<file path="config.mk">
export PLATFORM = sky130hd
export DESIGN_NAME = nmi_wakeup_interrupt_path
export DESIGN_NICKNAME = d
export VERILOG_FILES = /design/src/common/irq_path_pkg.sv /design/src/verilog/sync_bit.sv /design/src/verilog/nmi_wakeup_interrupt_path.sv
export VERILOG_INCLUDE_DIRS = /design/src /design/src/common
export SDC_FILE = /design/constraint.sdc
export NUM_CORES = 1
export LEC_CHECK = 0
export BUFFER_PORTS_ARGS = -buffer_cell sky130_fd_sc_hd__buf_2
export CAP_MARGIN = 20
export CORE_UTILIZATION = 44
export DETAILED_ROUTE_END_ITERATION = 16
export PLACE_DENSITY_LB_ADDON = 0.25
export SYNTH_ARGS = -nofsm -noshare
export SYNTH_HDL_FRONTEND = slang
export SYNTH_SLANG_ARGS = --single-unit
</file>
<file path="constraint.sdc">
create_clock -name clk -period 6.1 [get_ports clk]
set_input_delay 0.305 -clock clk [delete_from_list [all_inputs] [get_ports clk]]
set_output_delay 0.305 -clock clk [all_outputs]
set_load 0.03 [all_outputs]
</file>
<file path="src/common/irq_path_consts.svh">
// timing and field constants for the interrupt path
`ifndef IRQ_PATH_CONSTS_SVH
`define IRQ_PATH_CONSTS_SVH
`define NUM_CHAN        4
`define NUM_WAKE        16
`define NUM_EXT_WAKE    4
`define PRIO_W          3
`define PRIO_LOWEST     3'h7
`define VEC_W           7
`define ARB_PERIOD      3'h5
`define ACK_EXTRA       3'h1
`define IMC_BASE        5'h12
`define IMC_STACK_RF    5'h02
`define IMC_CS_PUSH     5'h02
`define WFI_DELAY       5'h01
`define STOP_KEY1       8'h5a
`define STOP_KEY2       8'ha5
`endif

</file>
<file path="src/common/irq_path_pkg.sv">
// types shared by the interrupt path files
package irq_path_pkg;
    typedef enum logic [1:0] {
        ARB_IDLE = 2'b00,
        ARB_SAMP = 2'b01,
        ARB_ACK  = 2'b11,
        ARB_IMC  = 2'b10
    } arb_state_e;
    typedef logic [2:0] prio_t;
    typedef logic [6:0] vec_t;
endpackage

</file>
<file path="src/verilog/sync_bit.sv">
// two flip-flop level synchroniser
`timescale 1ns/1ps
module sync_bit (
    // clock and reset
    input  wire logic clk,
    input  wire logic nrst,
    // level in and out
    input  wire logic d,
    output logic      q
);
    logic meta_r;
    always_ff @(posedge clk or negedge nrst) begin
        if (!nrst) begin
            meta_r <= 1'b0;
            q      <= 1'b0;
        end else begin
            meta_r <= d;
            q      <= meta_r;
        end
    end
endmodule

</file>
<file path="src/verilog/nmi_wakeup_interrupt_path.sv">
// emergency line, wake-up unit, channel arbitration and response timing
`timescale 1ns/1ps
`include "irq_path_consts.svh"
// Summary of operation
// - channel pending set by event; software sets, clears and reads it
// - channel requests only with mask, pending and global enable all 1
// - three-bit priority, 0 highest; level 7 never acknowledged
// - each channel has a seven-bit vector selecting the table entry
// - one emergency/wake-zero pin feeds motor controller and wake unit
// - emergency acknowledged by cpu only when not stopped
// - motor controller catches emergency line asynchronously, any mode
// - wake unit catches enabled edges on four lines asynchronously
// - emergency: phases high impedance, emergency flag set, request cpu
// - top pending cleared on acknowledge; software clears emergency flag
// - stop entered only by key sequence; any enabled one of the four external wake lines leaves it
// - wake-zero in stop wakes device and emergency then serviced
// - sixteen wake lines, four external; unused ones software usable
// - arbitration every 5 cycles; one extra cycle on acknowledge
// - abort instruction if no write yet, else let it finish
// - external channel latency 22 to 51 cycles by instruction
// - top-level latency 22 to 51 cycles by instruction
// - machine cycle 18, plus 2 stack in file, plus 2 segment push
// - one extra cycle when leaving wait-for-interrupt
// - top pending set by event or software, cleared on acknowledge
module nmi_wakeup_interrupt_path
    import irq_path_pkg::*;
(
    // clock and reset
    input  wire logic                     clk,
    input  wire logic                     nrst,
    // peripheral channels
    input  wire logic [`NUM_CHAN-1:0]     chan_trigger,
    input  wire logic [`NUM_CHAN-1:0]     chan_pend_set,
    input  wire logic [`NUM_CHAN-1:0]     chan_pend_clr,
    input  wire logic [`NUM_CHAN-1:0]     channel_mask_enable,
    input  wire irq_path_pkg::prio_t      channel_priority_level [`NUM_CHAN],
    input  wire irq_path_pkg::vec_t       channel_vector_select [`NUM_CHAN],
    // central control
    input  wire logic                     global_irq_enable,
    input  wire logic                     top_level_enable,
    input  wire logic                     top_level_unm_set,
    input  wire logic                     top_pend_sw_set,
    // motor controller emergency
    input  wire logic                     wake_line_zero,
    input  wire logic                     emergency_level_select,
    input  wire logic                     emergency_irq_enable,
    input  wire logic                     emergency_flag_clr,
    // wake-up unit
    input  wire logic [`NUM_EXT_WAKE-2:0] wake_lines_upper,
    input  wire logic [`NUM_WAKE-1:0]     wake_mask_low,
    input  wire logic [`NUM_WAKE-1:0]     wake_trigger_low,
    input  wire logic [`NUM_WAKE-1:0]     wake_pend_set,
    input  wire logic [`NUM_WAKE-1:0]     wake_pend_clr,
    input  wire logic                     stop_key_wr,
    input  wire logic [7:0]               stop_key_data,
    // cpu side
    input  wire logic                     wait_mode,
    input  wire logic                     write_done,
    input  wire logic                     instr_end,
    input  wire logic                     stack_in_file,
    input  wire logic                     code_segment_push_enable,
    // status and requests
    output logic [`NUM_CHAN-1:0]          channel_pending_flag,
    output logic [`NUM_WAKE-1:0]          wake_pending,
    output logic                          wake_irq,
    output logic                          top_level_pending,
    output logic                          top_level_unmaskable,
    output logic                          emergency_flag,
    output logic                          phase_hiz,
    output logic                          stop_mode,
    output logic                          ack_pulse,
    output logic                          ack_top,
    output irq_path_pkg::vec_t            ack_vector,
    output logic                          abort_instr,
    output logic                          service_start
);
    // ********************************
    // shared pin and synchronisers
    // ********************************
    // one pin for both consumers
    logic [`NUM_EXT_WAKE-1:0] ext_lines;
    logic [`NUM_EXT_WAKE-1:0] ext_sync;
    logic [`NUM_EXT_WAKE-1:0] ext_prev_r;
    assign ext_lines = {wake_lines_upper, wake_line_zero};

    genvar g;
    generate
        for (g = 0; g < `NUM_EXT_WAKE; g++) begin : gen_sync
            sync_bit u_sync (
                .clk  (clk),
                .nrst (nrst),
                .d    (ext_lines[g]),
                .q    (ext_sync[g])
            );
        end
    endgenerate

    always_ff @(posedge clk or negedge nrst) begin
        if (!nrst) ext_prev_r <= '0;
        else       ext_prev_r <= ext_sync;
    end

    // ********************************
    // motor controller emergency
    // ********************************
    // the shutdown path acts on the raw pin so phases float even in stop;
    // the flag is set from the synchronised edge for the cpu side.
    logic emg_active;
    logic emg_edge;
    logic emergency_flag_nxt;
    assign emg_active = emergency_irq_enable
                        & (wake_line_zero == emergency_level_select);
    assign emg_edge   = emergency_irq_enable
                        & (ext_sync[0] == emergency_level_select)
                        & (ext_prev_r[0] != emergency_level_select);
    assign emergency_flag_nxt = emg_edge | (emergency_flag
                                & ~emergency_flag_clr);

    always_ff @(posedge clk or negedge nrst) begin
        if (!nrst) begin
            emergency_flag <= 1'b0;
            phase_hiz      <= 1'b0;
        end else begin
            emergency_flag <= emergency_flag_nxt;
            phase_hiz      <= emg_active | emergency_flag_nxt;
        end
    end

    // ********************************
    // wake-up unit
    // ********************************
    logic [`NUM_WAKE-1:0] wake_edge;
    logic [`NUM_WAKE-1:0] wake_pending_nxt;
    logic [`NUM_EXT_WAKE-1:0] ext_rise;
    logic [`NUM_EXT_WAKE-1:0] ext_fall;
    logic [`NUM_EXT_WAKE-1:0] ext_hit;
    logic                     wake_any;
    assign ext_rise = ext_sync & ~ext_prev_r;
    assign ext_fall = ~ext_sync & ext_prev_r;
    assign ext_hit  = (ext_rise & wake_trigger_low[`NUM_EXT_WAKE-1:0])
                      | (ext_fall & ~wake_trigger_low[`NUM_EXT_WAKE-1:0]);
    assign wake_edge = {{(`NUM_WAKE-`NUM_EXT_WAKE){1'b0}}, ext_hit};
    assign wake_pending_nxt = wake_edge | wake_pend_set
                              | (wake_pending & ~wake_pend_clr);
    // raw pins wake from stop since the synchronised copy may not move
    // when the system clock is gated in a real chip
    assign wake_any = |((ext_lines ^ ~wake_trigger_low[`NUM_EXT_WAKE-1:0])
                        & wake_mask_low[`NUM_EXT_WAKE-1:0]);

    always_ff @(posedge clk or negedge nrst) begin
        if (!nrst) begin
            wake_pending <= '0;
            wake_irq     <= 1'b0;
        end else begin
            wake_pending <= wake_pending_nxt;
            wake_irq     <= |(wake_pending_nxt & wake_mask_low);
        end
    end

    // ********************************
    // stop mode
    // ********************************
    logic key_armed_r;
    logic stop_mode_nxt;
    logic key_first;
    logic key_second;
    assign key_first  = stop_key_wr & (stop_key_data == `STOP_KEY1);
    assign key_second = stop_key_wr & (stop_key_data == `STOP_KEY2)
                        & key_armed_r;
    assign stop_mode_nxt = stop_mode ? ~(wake_any | |(wake_edge
                           & wake_mask_low)) : key_second;

    always_ff @(posedge clk or negedge nrst) begin
        if (!nrst) begin
            key_armed_r <= 1'b0;
            stop_mode   <= 1'b0;
        end else begin
            key_armed_r <= key_first;
            stop_mode   <= stop_mode_nxt;
        end
    end

    // ********************************
    // channel pending and top level
    // ********************************
    logic [`NUM_CHAN-1:0] chan_pend_nxt;
    logic [`NUM_CHAN-1:0] chan_ack;
    logic                 top_pend_nxt;
    logic                 top_ack;
    assign chan_pend_nxt = chan_trigger | chan_pend_set
                           | (channel_pending_flag & ~chan_pend_clr
                              & ~chan_ack);
    assign top_pend_nxt = emg_edge | top_pend_sw_set
                          | (top_level_pending & ~top_ack);

    always_ff @(posedge clk or negedge nrst) begin
        if (!nrst) begin
            channel_pending_flag <= '0;
            top_level_pending    <= 1'b0;
            top_level_unmaskable <= 1'b0;
        end else begin
            channel_pending_flag <= chan_pend_nxt;
            top_level_pending    <= top_pend_nxt;
            top_level_unmaskable <= top_level_unmaskable | top_level_unm_set;
        end
    end

    // ********************************
    // arbitration
    // ********************************
    logic [`NUM_CHAN-1:0] chan_req;
    logic                 top_req;
    logic                 any_req;
    prio_t                best_prio;
    logic [1:0]           best_idx;
    assign chan_req = channel_mask_enable & channel_pending_flag
                      & {`NUM_CHAN{global_irq_enable}};
    assign top_req = top_level_pending & ~stop_mode
                     & (top_level_unmaskable
                        | (top_level_enable & global_irq_enable));

    // lowest value wins, level 7 excluded
    always_comb begin
        best_prio = `PRIO_LOWEST;
        best_idx  = 2'h0;
        for (int i = `NUM_CHAN - 1; i >= 0; i--) begin
            if (chan_req[i] && channel_priority_level[i] <= best_prio
                && channel_priority_level[i] != `PRIO_LOWEST) begin
                best_prio = channel_priority_level[i];
                best_idx  = 2'(i);
            end
        end
    end
    assign any_req = top_req | (best_prio != `PRIO_LOWEST & ~stop_mode);

    arb_state_e state_r;
    arb_state_e state_nxt;
    logic [2:0] arb_cnt_r;
    logic [4:0] imc_cnt_r;
    logic [4:0] imc_len;
    logic       sample_pt;
    logic       win_top_r;
    logic [1:0] win_idx_r;
    logic       can_go;
    assign sample_pt = (arb_cnt_r == `ARB_PERIOD - 3'h1);
    assign can_go = ~write_done | instr_end;
    assign imc_len = `IMC_BASE
                     + (stack_in_file ? `IMC_STACK_RF : 5'h00)
                     + (code_segment_push_enable ? `IMC_CS_PUSH : 5'h00)
                     + (wait_mode ? `WFI_DELAY : 5'h00);

    always_comb begin
        state_nxt = state_r;
        unique case (state_r)
            ARB_IDLE: if (sample_pt && any_req) state_nxt = ARB_SAMP;
            ARB_SAMP: if (can_go) state_nxt = ARB_ACK;
            ARB_ACK:  state_nxt = ARB_IMC;
            ARB_IMC:  if (imc_cnt_r == 5'h01) state_nxt = ARB_IDLE;
        endcase
    end

    assign chan_ack = (state_r == ARB_ACK && !win_top_r)
                      ? 4'(1 << win_idx_r) : '0;
    assign top_ack  = (state_r == ARB_ACK) & win_top_r;

    always_ff @(posedge clk or negedge nrst) begin
        if (!nrst) begin
            arb_cnt_r <= 3'h0;
            state_r   <= ARB_IDLE;
        end else begin
            arb_cnt_r <= sample_pt ? 3'h0 : arb_cnt_r + 3'h1;
            state_r   <= state_nxt;
        end
    end

    always_ff @(posedge clk or negedge nrst) begin
        if (!nrst) begin
            win_top_r <= 1'b0;
            win_idx_r <= 2'h0;
            imc_cnt_r <= 5'h00;
        end else begin
            if (state_r == ARB_IDLE && sample_pt && any_req) begin
                win_top_r <= top_req;
                win_idx_r <= best_idx;
            end
            if (state_r == ARB_ACK) imc_cnt_r <= imc_len;
            else if (imc_cnt_r != 5'h00) imc_cnt_r <= imc_cnt_r - 5'h01;
        end
    end

    // ********************************
    // cpu outputs
    // ********************************
    // vector of the acknowledged channel
    // channel latency falls out of pending flop, sample and machine cycle; channel events pass no synchroniser
    // top level skips no stage but is decided first
    always_ff @(posedge clk or negedge nrst) begin
        if (!nrst) begin
            ack_pulse     <= 1'b0;
            ack_top       <= 1'b0;
            ack_vector    <= '0;
            abort_instr   <= 1'b0;
            service_start <= 1'b0;
        end else begin
            ack_pulse     <= (state_r == ARB_ACK);
            ack_top       <= top_ack;
            if (state_r == ARB_ACK && !win_top_r)
                ack_vector <= channel_vector_select[win_idx_r];
            abort_instr   <= (state_r == ARB_SAMP) & ~write_done;
            service_start <= (state_r == ARB_IMC) & (imc_cnt_r == 5'h01);
        end
    end
endmodule

</file>
==> reports/metrics.yaml, run 1 <==
dr_wl_met3_um: 498
reg2reg_slack_ns: 0.98
switching_share_pct: 33.62
start_kind: "flip-flop"
grt_pass1_vias: 2793
cts_tree: "built"
status: "finished, final reports clean"
ant_nets: 0
vias: 2909
final.setup.worst_slack_ns: 0.9827
root_buffer: "clkbuf_8"
hold_viol: 0
drtIter0Drc: 91
grt_max_degree: 64
fmax_mhz: 195.4
drt_pre_antenna_iters: 4
viasPerCell: 5.024
synth.avg_cell_area_um2: 10.81
rsz0062_at_grt: "false"
clock_power_share_pct: 27.8
setup_viol: 0
max_stage_delay_ns: 0.50
pwr-share-comb_pct: 29.7
hold_path_end: "gen_sync[3].u_sync.meta_r"
required_ns: 6.36
cts_hold_buffers: 0
cts_buffer_depth: 2
num_rows: 30
fin_tns_setup_ns: 0
routed_wirelength_mm: 7.971
internal_power_mw: 0.8718
dp_hpwl_mm: 6.389
pre_cts_ws_ns: 0.9814
synth_top_area_share_pct: 49.08
drv_cap: 0
crit_fanout: 5
path_clk_slew_ns: 0.07
ios: 184
p_per_area_nw_per_um2: 299.0
cts.sinks: 63
ys_top_cells_by_area: "dfrtp_1 49%, ha_1 5.8%, mux4_2 4.9%"
worst_ep_arrival_time_ns: 5.38
utilization_pct: 63.61
cp-startpoint: "channel_pending_flag[3]"
power_leakage_nw: 2.253
fin_crit_ns: 5.117
synthTopCellsByCount: "63 x dfrtp_1, 38 x inv_1, 25 x nand2_1"
dr.max_layer_used: "met4"
r2r_end: "win_top_r"
end_kind: "flip-flop"
cp_top_family: "compound AO/OA/AOI/OAI gates"
synthesis.nets: 459
area_delta_synth_final_pct: 36.77
ff_latch_area_um2: 1577
ctsHtreeMaxLevel: 3
synthFlopType: "dfrtp_1"
diodes: 0
wl_per_cell_um: 13.77
grt.overflow.total: 0
async_flop_share_pct: 100.0
drv_slew: 0
critPathKind: "flip-flop to flip-flop"
n_fill_cell: 621
yosysMostFrequentCell: "dfrtp_1"
yosysWarnings: 0
gp_congestion: 0.8582
fp.dieH_um: 87.44
drcViolationCount: 0
wl_met1_mm: 3.160
switchingPower_mw: 0.4415
grt_usage_pct: 21.28
seqPwrFrac_pct: 42.5
min_path_type: "input pin to flip-flop"
drive_above_1_share_pct: 44.51
ir_drop_uv: 163.9
reg2reg_from: "channel_pending_flag[3]"
yosysUniqueCellTypes: 50
cts_setup_buffers: 0
start_util_pct: 46.50
slew_headroom_pct: 47.94
io_buffers: 171
yosys.area.top_type: "dfrtp_1"
worst_pin_slew_ns: 0.7809
antenna_found_initial: 0
post-route-period-util_pct: 83.89
clock_latency_ns: 0.32
hp-start: "wake_lines_upper[2]"
crit_buf_inv: 0
syn_area_um2: 3212
slowest_stage: "nor3_1"
multi_input_area_um2: 1484
rr_worst_depth: 21
syn_inst: 297
die_w_um: 87.44
holdPathStages: 1
ys_ff_latch: 63
die_area_um2: 7645
path_cells: "nand3_1, nor2_1, ha_1, nor2b_4, o21ai_2, a32oi_2, or3_4, a21o_1, ha_1, nor2b_1, o21ai_0, a32oi_1, nor3_1, mux2_2, ha_1, nand3_1, o21ai_0, o21ai_0, o31ai_1, o31ai_1, a32o_1"
wl_met2_mm: 4.212
grt_pass1_wl_mm: 12.46
cts_made_buffers: 9
synth_edf_count: 0
nets: 640
core_area_um2: 6907
cts_resized: 0
ys_seq_area_share_pct: 49.08
skew_ns: 0.007782
==> registers in the layout, summed over array words and instances, names as in the netlist, 2 cells and up <==
| name | flops |
|---|---|
| ext_prev_r | 4 |
| channel_pending_flag | 4 |
| gen_sync.u_sync.meta_r | 4 |
| state_r | 2 |
| wake_pending | 16 |
| imc_cnt_r | 5 |
| ack_vector | 7 |
| arb_cnt_r | 3 |
| gen_sync.u_sync.q | 4 |
| win_idx_r | 2 |
==> cell usage in the layout (no fill, tap or decap), types with 2 or more instances in the layout <==
cell / netlist / layout
a222oi_1: 2 / 2
nor3_1: 8 / 8
nand2_1: 25 / 25
o211ai_1: 6 / 6
buf_2: 1 / 171
mux2_2: 10 / 10
a32o_1: 2 / 2
mux2i_1: 2 / 2
nor2_1: 14 / 14
a22o_1: 2 / 2
dfrtp_1: 63 / 63
a311o_1: 3 / 3
nor4_1: 3 / 3
xnor2_1: 2 / 2
o21ai_0: 8 / 8
nand2b_1: 6 / 6
mux4_2: 7 / 7
clkinvlp_4: 0 / 4
nand3_1: 7 / 7
a22oi_1: 4 / 4
o31ai_1: 5 / 5
a21o_1: 16 / 16
inv_1: 38 / 38
or2_2: 2 / 2
nand3b_1: 4 / 4
a211oi_1: 2 / 2
and3_1: 2 / 2
clkbuf_8: 0 / 10
nor2b_1: 5 / 5
ha_1: 15 / 15
a21oi_1: 12 / 12
==> stage by stage <==
step | std cells | hold WS, ns | cell area, um^2 | power (mW)
2_1_floorplan | 297 | 0.009409 | 3212 | 0.8181
3_3_place_gp | 563 | 0.3330 | 4187 | 0.9440
3_5_place_dp | 563 | 0.3370 | 4187 | 0.9594
4_1_cts | 579 | 0.09907 | 4393 | 1.329
5_1_grt | 579 | 0.1027 | 4393 | 1.400
6_report | 579 | 0.1163 | 4393 | 1.313
==> layout make-up <==
type / instances / area share, %
inverter: 38 / 3.247
tap: 96 / 2.734
clock buffer: 10 / 3.133
timing repair buffer: 172 / 19.65
clock inverter: 6 / 1.567
multi-input combinational: 194 / 33.78
sequential: 63 / 35.89
==> power by group through the flow <==
stage / sequential [mW] / combinational (mW) / clock [mW]
CTS: 0.558 / 0.396 / 0.375
global placement: 0.561 / 0.383 / 0
floorplan: 0.611 / 0.207 / 0
detailed placement: 0.564 / 0.395 / 0
finish: 0.558 / 0.391 / 0.365
global route: 0.571 / 0.432 / 0.397
==> routing by layer <==
layer  global-route usage (%)  vias up
li1                         -     1433
met1                    23.83     1369
met2                    39.84       99
met3                    4.265        8
met4                    7.452        0
met5                        0        -
==> worst max-delay path by stage <==
stage                     end  slack (ns)  cells after the start
finish              win_top_r        0.98                     21
global route        win_top_r        0.61                     21
CTS                 win_top_r        1.03                     21
detailed placement  win_top_r        0.98                     22
global placement    win_top_r        1.20                     22
floorplan           win_top_r        1.45                     21
==> logic make-up after synthesis <==
kind of cell / count (synthesis) / synth area share (%)
buf+inv: 40 / 4.714
compound gates: 71 / 16.21
xor+xnor: 2 / 0.5455
simple gates: 86 / 14.10
fa+ha+maj: 15 / 5.843
flops: 63 / 49.08
mux: 20 / 9.505
Note: power is estimated with default switching activity, not from simulation.
==> inputs of run 2 (changes only) <==
--- a/config.mk
+++ b/config.mk
@@ -6,9 +6,10 @@
 export SDC_FILE = /design/constraint.sdc
 export NUM_CORES = 1
 export LEC_CHECK = 0
+export ABC_AREA = 1
 export BUFFER_PORTS_ARGS = -buffer_cell sky130_fd_sc_hd__buf_2
 export CAP_MARGIN = 20
-export CORE_UTILIZATION = 44
+export CORE_UTILIZATION = 40
 export DETAILED_ROUTE_END_ITERATION = 16
 export PLACE_DENSITY_LB_ADDON = 0.25
 export SYNTH_ARGS = -nofsm -noshare
==> constraint.sdc (replaced) <==
create_clock -name clk -period 4.7 [get_ports clk]
set_input_delay 0.235 -clock clk [delete_from_list [all_inputs] [get_ports clk]]
set_output_delay 0.235 -clock clk [all_outputs]
set_load 0.03 [all_outputs]
==> run 2 against run 1 <==
  * Sequential share of layout area is 0.83 points lower
  * Synthesized cell count is 27% higher
  * Total power is 34% higher
  * Worst setup slack worse by 0.13 ns
  * Critical path depth is 6 higher
  * Sequential cell count stayed put
  * Cell area is 2.4% higher
  * Clock skew is 0.0024 ns higher
  * Largest power group unchanged
==> reports/metrics.yaml, run 2 <==
cts_buffer_depth: 2  # unchanged
yosysMostFrequentCell: "nand2_1"
worst_ep_arrival_time_ns: 4.08  # -1.30 ns
fin_tns_setup_ns: 0  # unchanged
cts_made_buffers: 9  # unchanged
postLayoutCellArea_um2: 4497  # +2.4%
crit_buf_inv: 2  # +2
min_path_type: "input pin to flip-flop"
grt_pass1_wl_mm: 13.05  # +4.7%
regMostFlops: "wake_pending"
core_area_um2: 7848  # +14%
num_rows: 32  # +6.7%
clock_latency_ns: 0.34  # +0.02 ns
worst_pin_slew_ns: 0.7806  # -0.0002995 ns
viasPerCell: 4.841  # -3.7%
power_leakage_nw: 2.443  # +8.4%
fp.dieH_um: 92.91  # +6.3%
yosysWarnings: 0  # unchanged
async_flop_share_pct: 100.0  # unchanged
setup_viol: 0  # unchanged
ir_drop_uv: 160.0  # -2.4%
ios: 184  # unchanged
placed_area_um2: 4292  # +2.5%
routed_wirelength_mm: 7.941  # -0.38%
required_ns: 4.93  # -1.43 ns
cts_setup_buffers: 0  # unchanged
drt_pre_antenna_iters: 4  # unchanged
syn_inst: 376  # +27%
grt_pass1_vias: 3131  # +12%
cts_hold_buffers: 0  # unchanged
end_kind: "flip-flop"
grt.overflow.total: 0  # unchanged
fin_crit_ns: 3.846  # -1.271 ns
slowest_stage: "dfrtp_1"
p_per_area_nw_per_um2: 390.3  # +31%
wl_per_cell_um: 11.94  # -13%
yosysUniqueCellTypes: 42  # -16%
cp_top_family: "simple AND/OR/NAND/NOR gates"
skew_ns: 0.01023  # +0.002445 ns
drcViolationCount: 0  # unchanged
largest_reg_flops: 16  # unchanged
drv_cap: 0  # unchanged
diodes: 0  # unchanged
cts_resized: 0  # unchanged
slew_headroom_pct: 47.96  # about the same
crit_fanout: 5  # unchanged
crit_top_cell: "nand2_1"
die_w_um: 92.91  # +6.3%
io_buffers: 171  # unchanged
status: "finished, final reports clean"
reg_top3: "wake_pending x16, ack_vector x7, imc_cnt_r x5"
hold_viol: 0  # unchanged
area_delta_synth_final_pct: 36.03
syn_area_um2: 3306  # +2.9%
cts.sinks: 63  # unchanged
ys_seq_area_share_pct: 47.69  # -1.4 points
synthFlopType: "dfrtp_1"
ant_nets: 0  # unchanged
grt_usage_pct: 19.12  # -2.2 points
drv_slew: 0  # unchanged
dp_hpwl_mm: 6.376  # -0.19%
path_clk_slew_ns: 0.08  # about the same
ys_ff_latch: 63  # unchanged
grt_max_degree: 64  # unchanged
fmax_mhz: 260.0  # +33%
start_kind: "flip-flop"
yosys.area.top_type: "dfrtp_1"
max_stage_delay_ns: 0.38  # -0.12 ns
synth_top_area_share_pct: 47.69  # -1.4 points
gp_congestion: 0.8165  # -4.9%
die_area_um2: 8631  # +13%
critPathKind: "flip-flop to flip-flop"
post-route-period-util_pct: 81.84  # -2.1 points
rsz0062_at_grt: "false"
drtIter0Drc: 98  # +7.7%
synthesis.nets: 538  # +17%
drive_above_1_share_pct: 38.19  # -6.3 points
antenna_found_initial: 0  # unchanged
synthTopCellsByCount: "69 x nand2_1, 63 x dfrtp_1, 57 x inv_1"
ctsHtreeMaxLevel: 3  # unchanged
final_cell_mix: "171 x buf_2, 69 x nand2_1, 63 x dfrtp_1"
synth.avg_cell_area_um2: 8.792  # -19%
synth_edf_count: 0  # unchanged
final_common_cell: "buf_2"
nets: 720  # +13%
start_util_pct: 42.12  # -4.4 points
ys_top_cells_by_area: "dfrtp_1 48%, nand2_1 7.8%, inv_1 6.5%"
root_buffer: "clkbuf_8"
cts_tree: "built"
vias: 3219  # +11%
## run 2: changes by cell type in the layout (fill, tap and decap cells not counted), moves of 6 or more
cell / change
o21bai_1: +13
a21o_1: -16
inv_1: +19
mux2_2: -10
nor2_1: +16
mux4_2: -7
a41oi_1: +7
nand4_1: +6
nand2b_1: -6
nand2_1: +44
nand2_2: +8
nand3_1: +10
## run 2: metrics by stage
step                      instances  setup slack [ns]  utilization [%]  power [mW]  hold slack, ns
after floorplan                 376             1.033                -       1.091        -0.06059
after global placement          649             1.033            54.69       1.268          0.3316
after detailed placement        649            0.8610            54.69       1.289          0.3372
after CTS                       665            0.8672            57.30       1.774        0.008588
after global routing            665            0.5326            57.30       1.886        0.009036
final                           665            0.8536            57.30       1.755         0.02519
## run 2: worst paths after layout
path / start / to / slack (ns) / depth (start not counted)
hold / removal: wake_lines_upper[1] / gen_sync[2].u_sync.meta_r / 0.03 / 1
setup reg to reg: channel_pending_flag[3] / win_top_r / 0.85 / 27
hold reg to reg: gen_sync[3].u_sync.meta_r / gen_sync[3].u_sync.q / 0.35 / 0
max in group asynchronous: nrst / wake_pending[12] / 4.13 / 2
min in group asynchronous: nrst / imc_cnt_r[2] / 0.06 / 2
setup / recovery: channel_pending_flag[3] / win_top_r / 0.85 / 27
## run 2: layout make-up
class	count	area (um^2)
fill	724	3351
clock inverter	7	81.33
sequential	63	1577
clock buffer	9	123.9
timing repair buffer	172	863.3
multi-input combinational	253	1501
tap	102	127.6
inverter	59	222.7
## run 2: power breakdown
part	switching (mW)	leakage, nW	internal (mW)
combinational	0.357	1.63	0.215
clock	0.228	0.100	0.251
sequential	0.0682	0.717	0.635
total	0.654	2.44	1.10
## run 2: worst register-to-register path: stages (launching register included)
cell	delay (ns)
dfrtp_1	0.38
nand3_2	0.12
or2_4	0.26
ha_1	0.28
nand3_1	0.10
nand2_2	0.10
nand2_2	0.10
nand2_1	0.07
and2_1	0.14
ha_1	0.32
nand2_1	0.06
o21ai_1	0.11
nand2_1	0.07
nand2_2	0.12
clkinv_2	0.11
nand2_1	0.09
nand2_2	0.08
ha_1	0.32
a21oi_1	0.12
o21ai_0	0.09
nand2_1	0.06
inv_1	0.04
o22ai_1	0.22
nor2_4	0.08
nand2_4	0.10
nand3_2	0.09
nand2_1	0.08
nand2_1	0.05
## run 2: metal layers
metal	global-route usage (%)	vias to the layer above	routed length, um
met5	0	-	0
met4	6.026	0	85
met3	5.337	7	519
met2	35.29	113	4009
met1	21.00	1468	3326
li1	-	1631	-
## run 2: logic make-up (layout without fill, tap and decap cells)
logic type	Yosys count	after routing	share of synthesized area (%)
buf+inv	60	247	6.888
fa+ha+maj	15	15	5.678
compound gates	76	76	15.59
xor+xnor	3	3	0.7950
simple gates	159	159	23.35
flops	63	63	47.69
==> inputs of run 3 (changes only) <==
==> constraint.sdc (replaced) <==
create_clock -name clk -period 3.3 [get_ports clk]
set_input_delay 0.165 -clock clk [delete_from_list [all_inputs] [get_ports clk]]
set_output_delay 0.165 -clock clk [all_outputs]
set_load 0.03 [all_outputs]
==> run 3 against run 2 <==
  * The run now ends with setup timing left
  * Clock skew increased by 0.0014 ns
  * Total power is 53% higher
  * Global-route usage increased by 2.9 points
  * Wire length up 15%
  * Fmax up 8.2%
  * Largest cell class is now multi-input gates
  * Largest power group unchanged
==> reports/metrics.yaml, run 3 (synthesized netlist as in run 2, its figures left out) <==
status: "complete, but fails checks"
violations: "setup timing"
fin_tns_setup_ns: -0.9207  # -0.9207 ns
die_w_um: 92.91  # unchanged
hold_viol: 0  # unchanged
hp-start: "stop_key_data[2]"
largest_reg_flops: 16  # unchanged
ios: 184  # unchanged
grt_usage_pct: 21.99  # +2.9 points
routed_wirelength_mm: 9.153  # +15%
skew_ns: 0.01166  # +0.001433 ns
wl_per_cell_um: 13.09  # +9.7%
p_per_area_nw_per_um2: 534.1  # +37%
viasPerCell: 4.888  # +0.99%
utilization_pct: 64.13  # +6.8 points
area_delta_synth_final_pct: 52.23
min_path_type: "input pin to flip-flop"
cts_tree: "built"
regMostFlops: "wake_pending"
crit_fanout: 5  # unchanged
clock_latency_ns: 0.33  # about the same
grt_pass1_vias: 3519  # +12%
fin_crit_ns: 3.556  # -0.2905 ns
fmax_mhz: 281.2  # +8.2%
path_clk_slew_ns: 0.07  # about the same
antenna_found_initial: 0  # unchanged
worst_ep_arrival_time_ns: 3.77  # -0.31 ns
rsz0062_at_grt: "true"
pre_cts_ws_ns: -0.2534  # -1.114 ns
grt_max_degree: 24  # -63%
wl_met1_mm: 3.794  # +14%
ctsHtreeMaxLevel: 3  # unchanged
start_kind: "flip-flop"
reg_top3: "wake_pending x16, ack_vector x7, imc_cnt_r x5"
final_cells: 699  # +5.1%
reg2reg_slack_ns: -0.26  # -1.11 ns
worst_pin_slew_ns: 0.5725  # -0.2081 ns
grt_pass1_wl_mm: 15.10  # +16%
n_fill_cell: 706  # -2.5%
power_leakage_nw: 2.657  # +8.7%
hold_path_end: "key_armed_r"
ff_latch_area_um2: 1578  # about the same
dp.cells: 663  # +2.2%
cts_buffer_depth: 2  # unchanged
wl_met2_mm: 4.789  # +19%
dr_wl_met3_um: 315  # -39%
grt.overflow.total: 0  # unchanged
critPathKind: "flip-flop to flip-flop"
final_common_cell: "buf_2"
gp_congestion: 0.8787  # +7.6%
nets: 754  # +4.7%
vias: 3417  # +6.2%
drt_pre_antenna_iters: 4  # unchanged
cts.sinks: 63  # unchanged
final_cell_mix: "171 x buf_2, 62 x dfrtp_1, 59 x nand2_1"
holdPathStages: 2  # +1
drive_above_1_share_pct: 46.90  # +8.7 points
slew_headroom_pct: 61.69  # +14 points
reg2reg_from: "channel_pending_flag[3]"
fp.dieH_um: 92.91  # unchanged
cts_made_buffers: 9  # unchanged
setup_viol: 4  # +4
r2r_end: "win_idx_r[0]"
ant_nets: 0  # unchanged
diodes: 0  # unchanged
drtIter0Drc: 65  # -34%
multi_input_area_um2: 1742  # +16%
max_stage_delay_ns: 0.38  # about the same
drv_cap: 0  # unchanged
power_mw: 2.688  # +53%
end_kind: "flip-flop"
num_rows: 32  # unchanged
ir_drop_uv: 313.6  # +96%
timing.hold.ws_ns: 0.01984  # -0.005347 ns
slowest_stage: "dfrtp_2"
dr.max_layer_used: "met4"
io_buffers: 171  # unchanged
core_area_um2: 7848  # unchanged
start_util_pct: 42.12  # unchanged
drcViolationCount: 0  # unchanged
rr_worst_depth: 26  # -3.7%
dp_hpwl_mm: 6.911  # +8.4%
post-route-period-util_pct: 107.8  # +26 points
placed_area_um2: 4519  # +5.3%
required_ns: 3.52  # -1.41 ns
die_area_um2: 8631  # unchanged
final.setup.worst_slack_ns: -0.2559  # -1.109 ns
postLayoutCellArea_um2: 5032  # +12%
root_buffer: "clkbuf_8"
drv_slew: 0  # unchanged
## run 3: changes by cell type in the layout (fill, tap and decap cells not counted), sizes merged
cell         delta
bufinv          +1
inv             -2
clkinvlp        -1
clkbuf          +1
clkinv          +1
dlygate4sd3     +6
buf            +28
## run 3: cell type report
cell class / count / share of cell area, %
inverter: 59 / 4.500
clock inverter: 6 / 1.666
sequential: 63 / 31.35
tap: 102 / 2.536
multi-input combinational: 253 / 34.61
clock buffer: 10 / 2.735
timing repair buffer: 206 / 22.60
## run 3: where the power goes
part | total, mW | internal (mW) | switching, mW
registers | 0.999 | 0.905 | 0.0940
logic | 0.944 | 0.376 | 0.568
clock network | 0.745 | 0.443 | 0.301
## run 3: critical path, delay by kind of cell, from the launching register on
| family | cells | cell delay (ns) |
|---|---|---|
| DFF | 1 | 0.38 |
| AOI/OAI and AO/OA | 2 | 0.25 |
| adders and majority gates | 3 | 0.81 |
| and+or+nand+nor | 18 | 1.76 |
| buffers and inverters | 3 | 0.20 |
## run 3: metal layers
layer | global-route usage, % | vias to the layer above
met2 | 39.40 | 100
met5 | 0 | -
li1 | - | 1694
met4 | 9.487 | 0
met3 | 2.791 | 22
met1 | 26.26 | 1601
## run 3: worst max path at each step
stage | start | to | cells after the start
final | channel_pending_flag[3] | win_idx_r[0] | 26
after global routing | channel_pending_flag[3] | win_idx_r[0] | 27
after CTS | channel_pending_flag[3] | win_top_r | 30
after detailed placement | channel_pending_flag[3] | win_idx_r[0] | 27
after global placement | channel_pending_flag[3] | win_idx_r[0] | 27
after floorplan | channel_pending_flag[3] | win_idx_r[0] | 26
## run 3: what timing repair did
action                                  in CTS  in global routing
endpoints found under the setup margin       4                  4
buffers inserted                             6                  8
gates resized for setup                     19                  8
hold buffers                                 6                  0
endpoints found under the hold margin       26                  0
pin swaps                                   25                 26
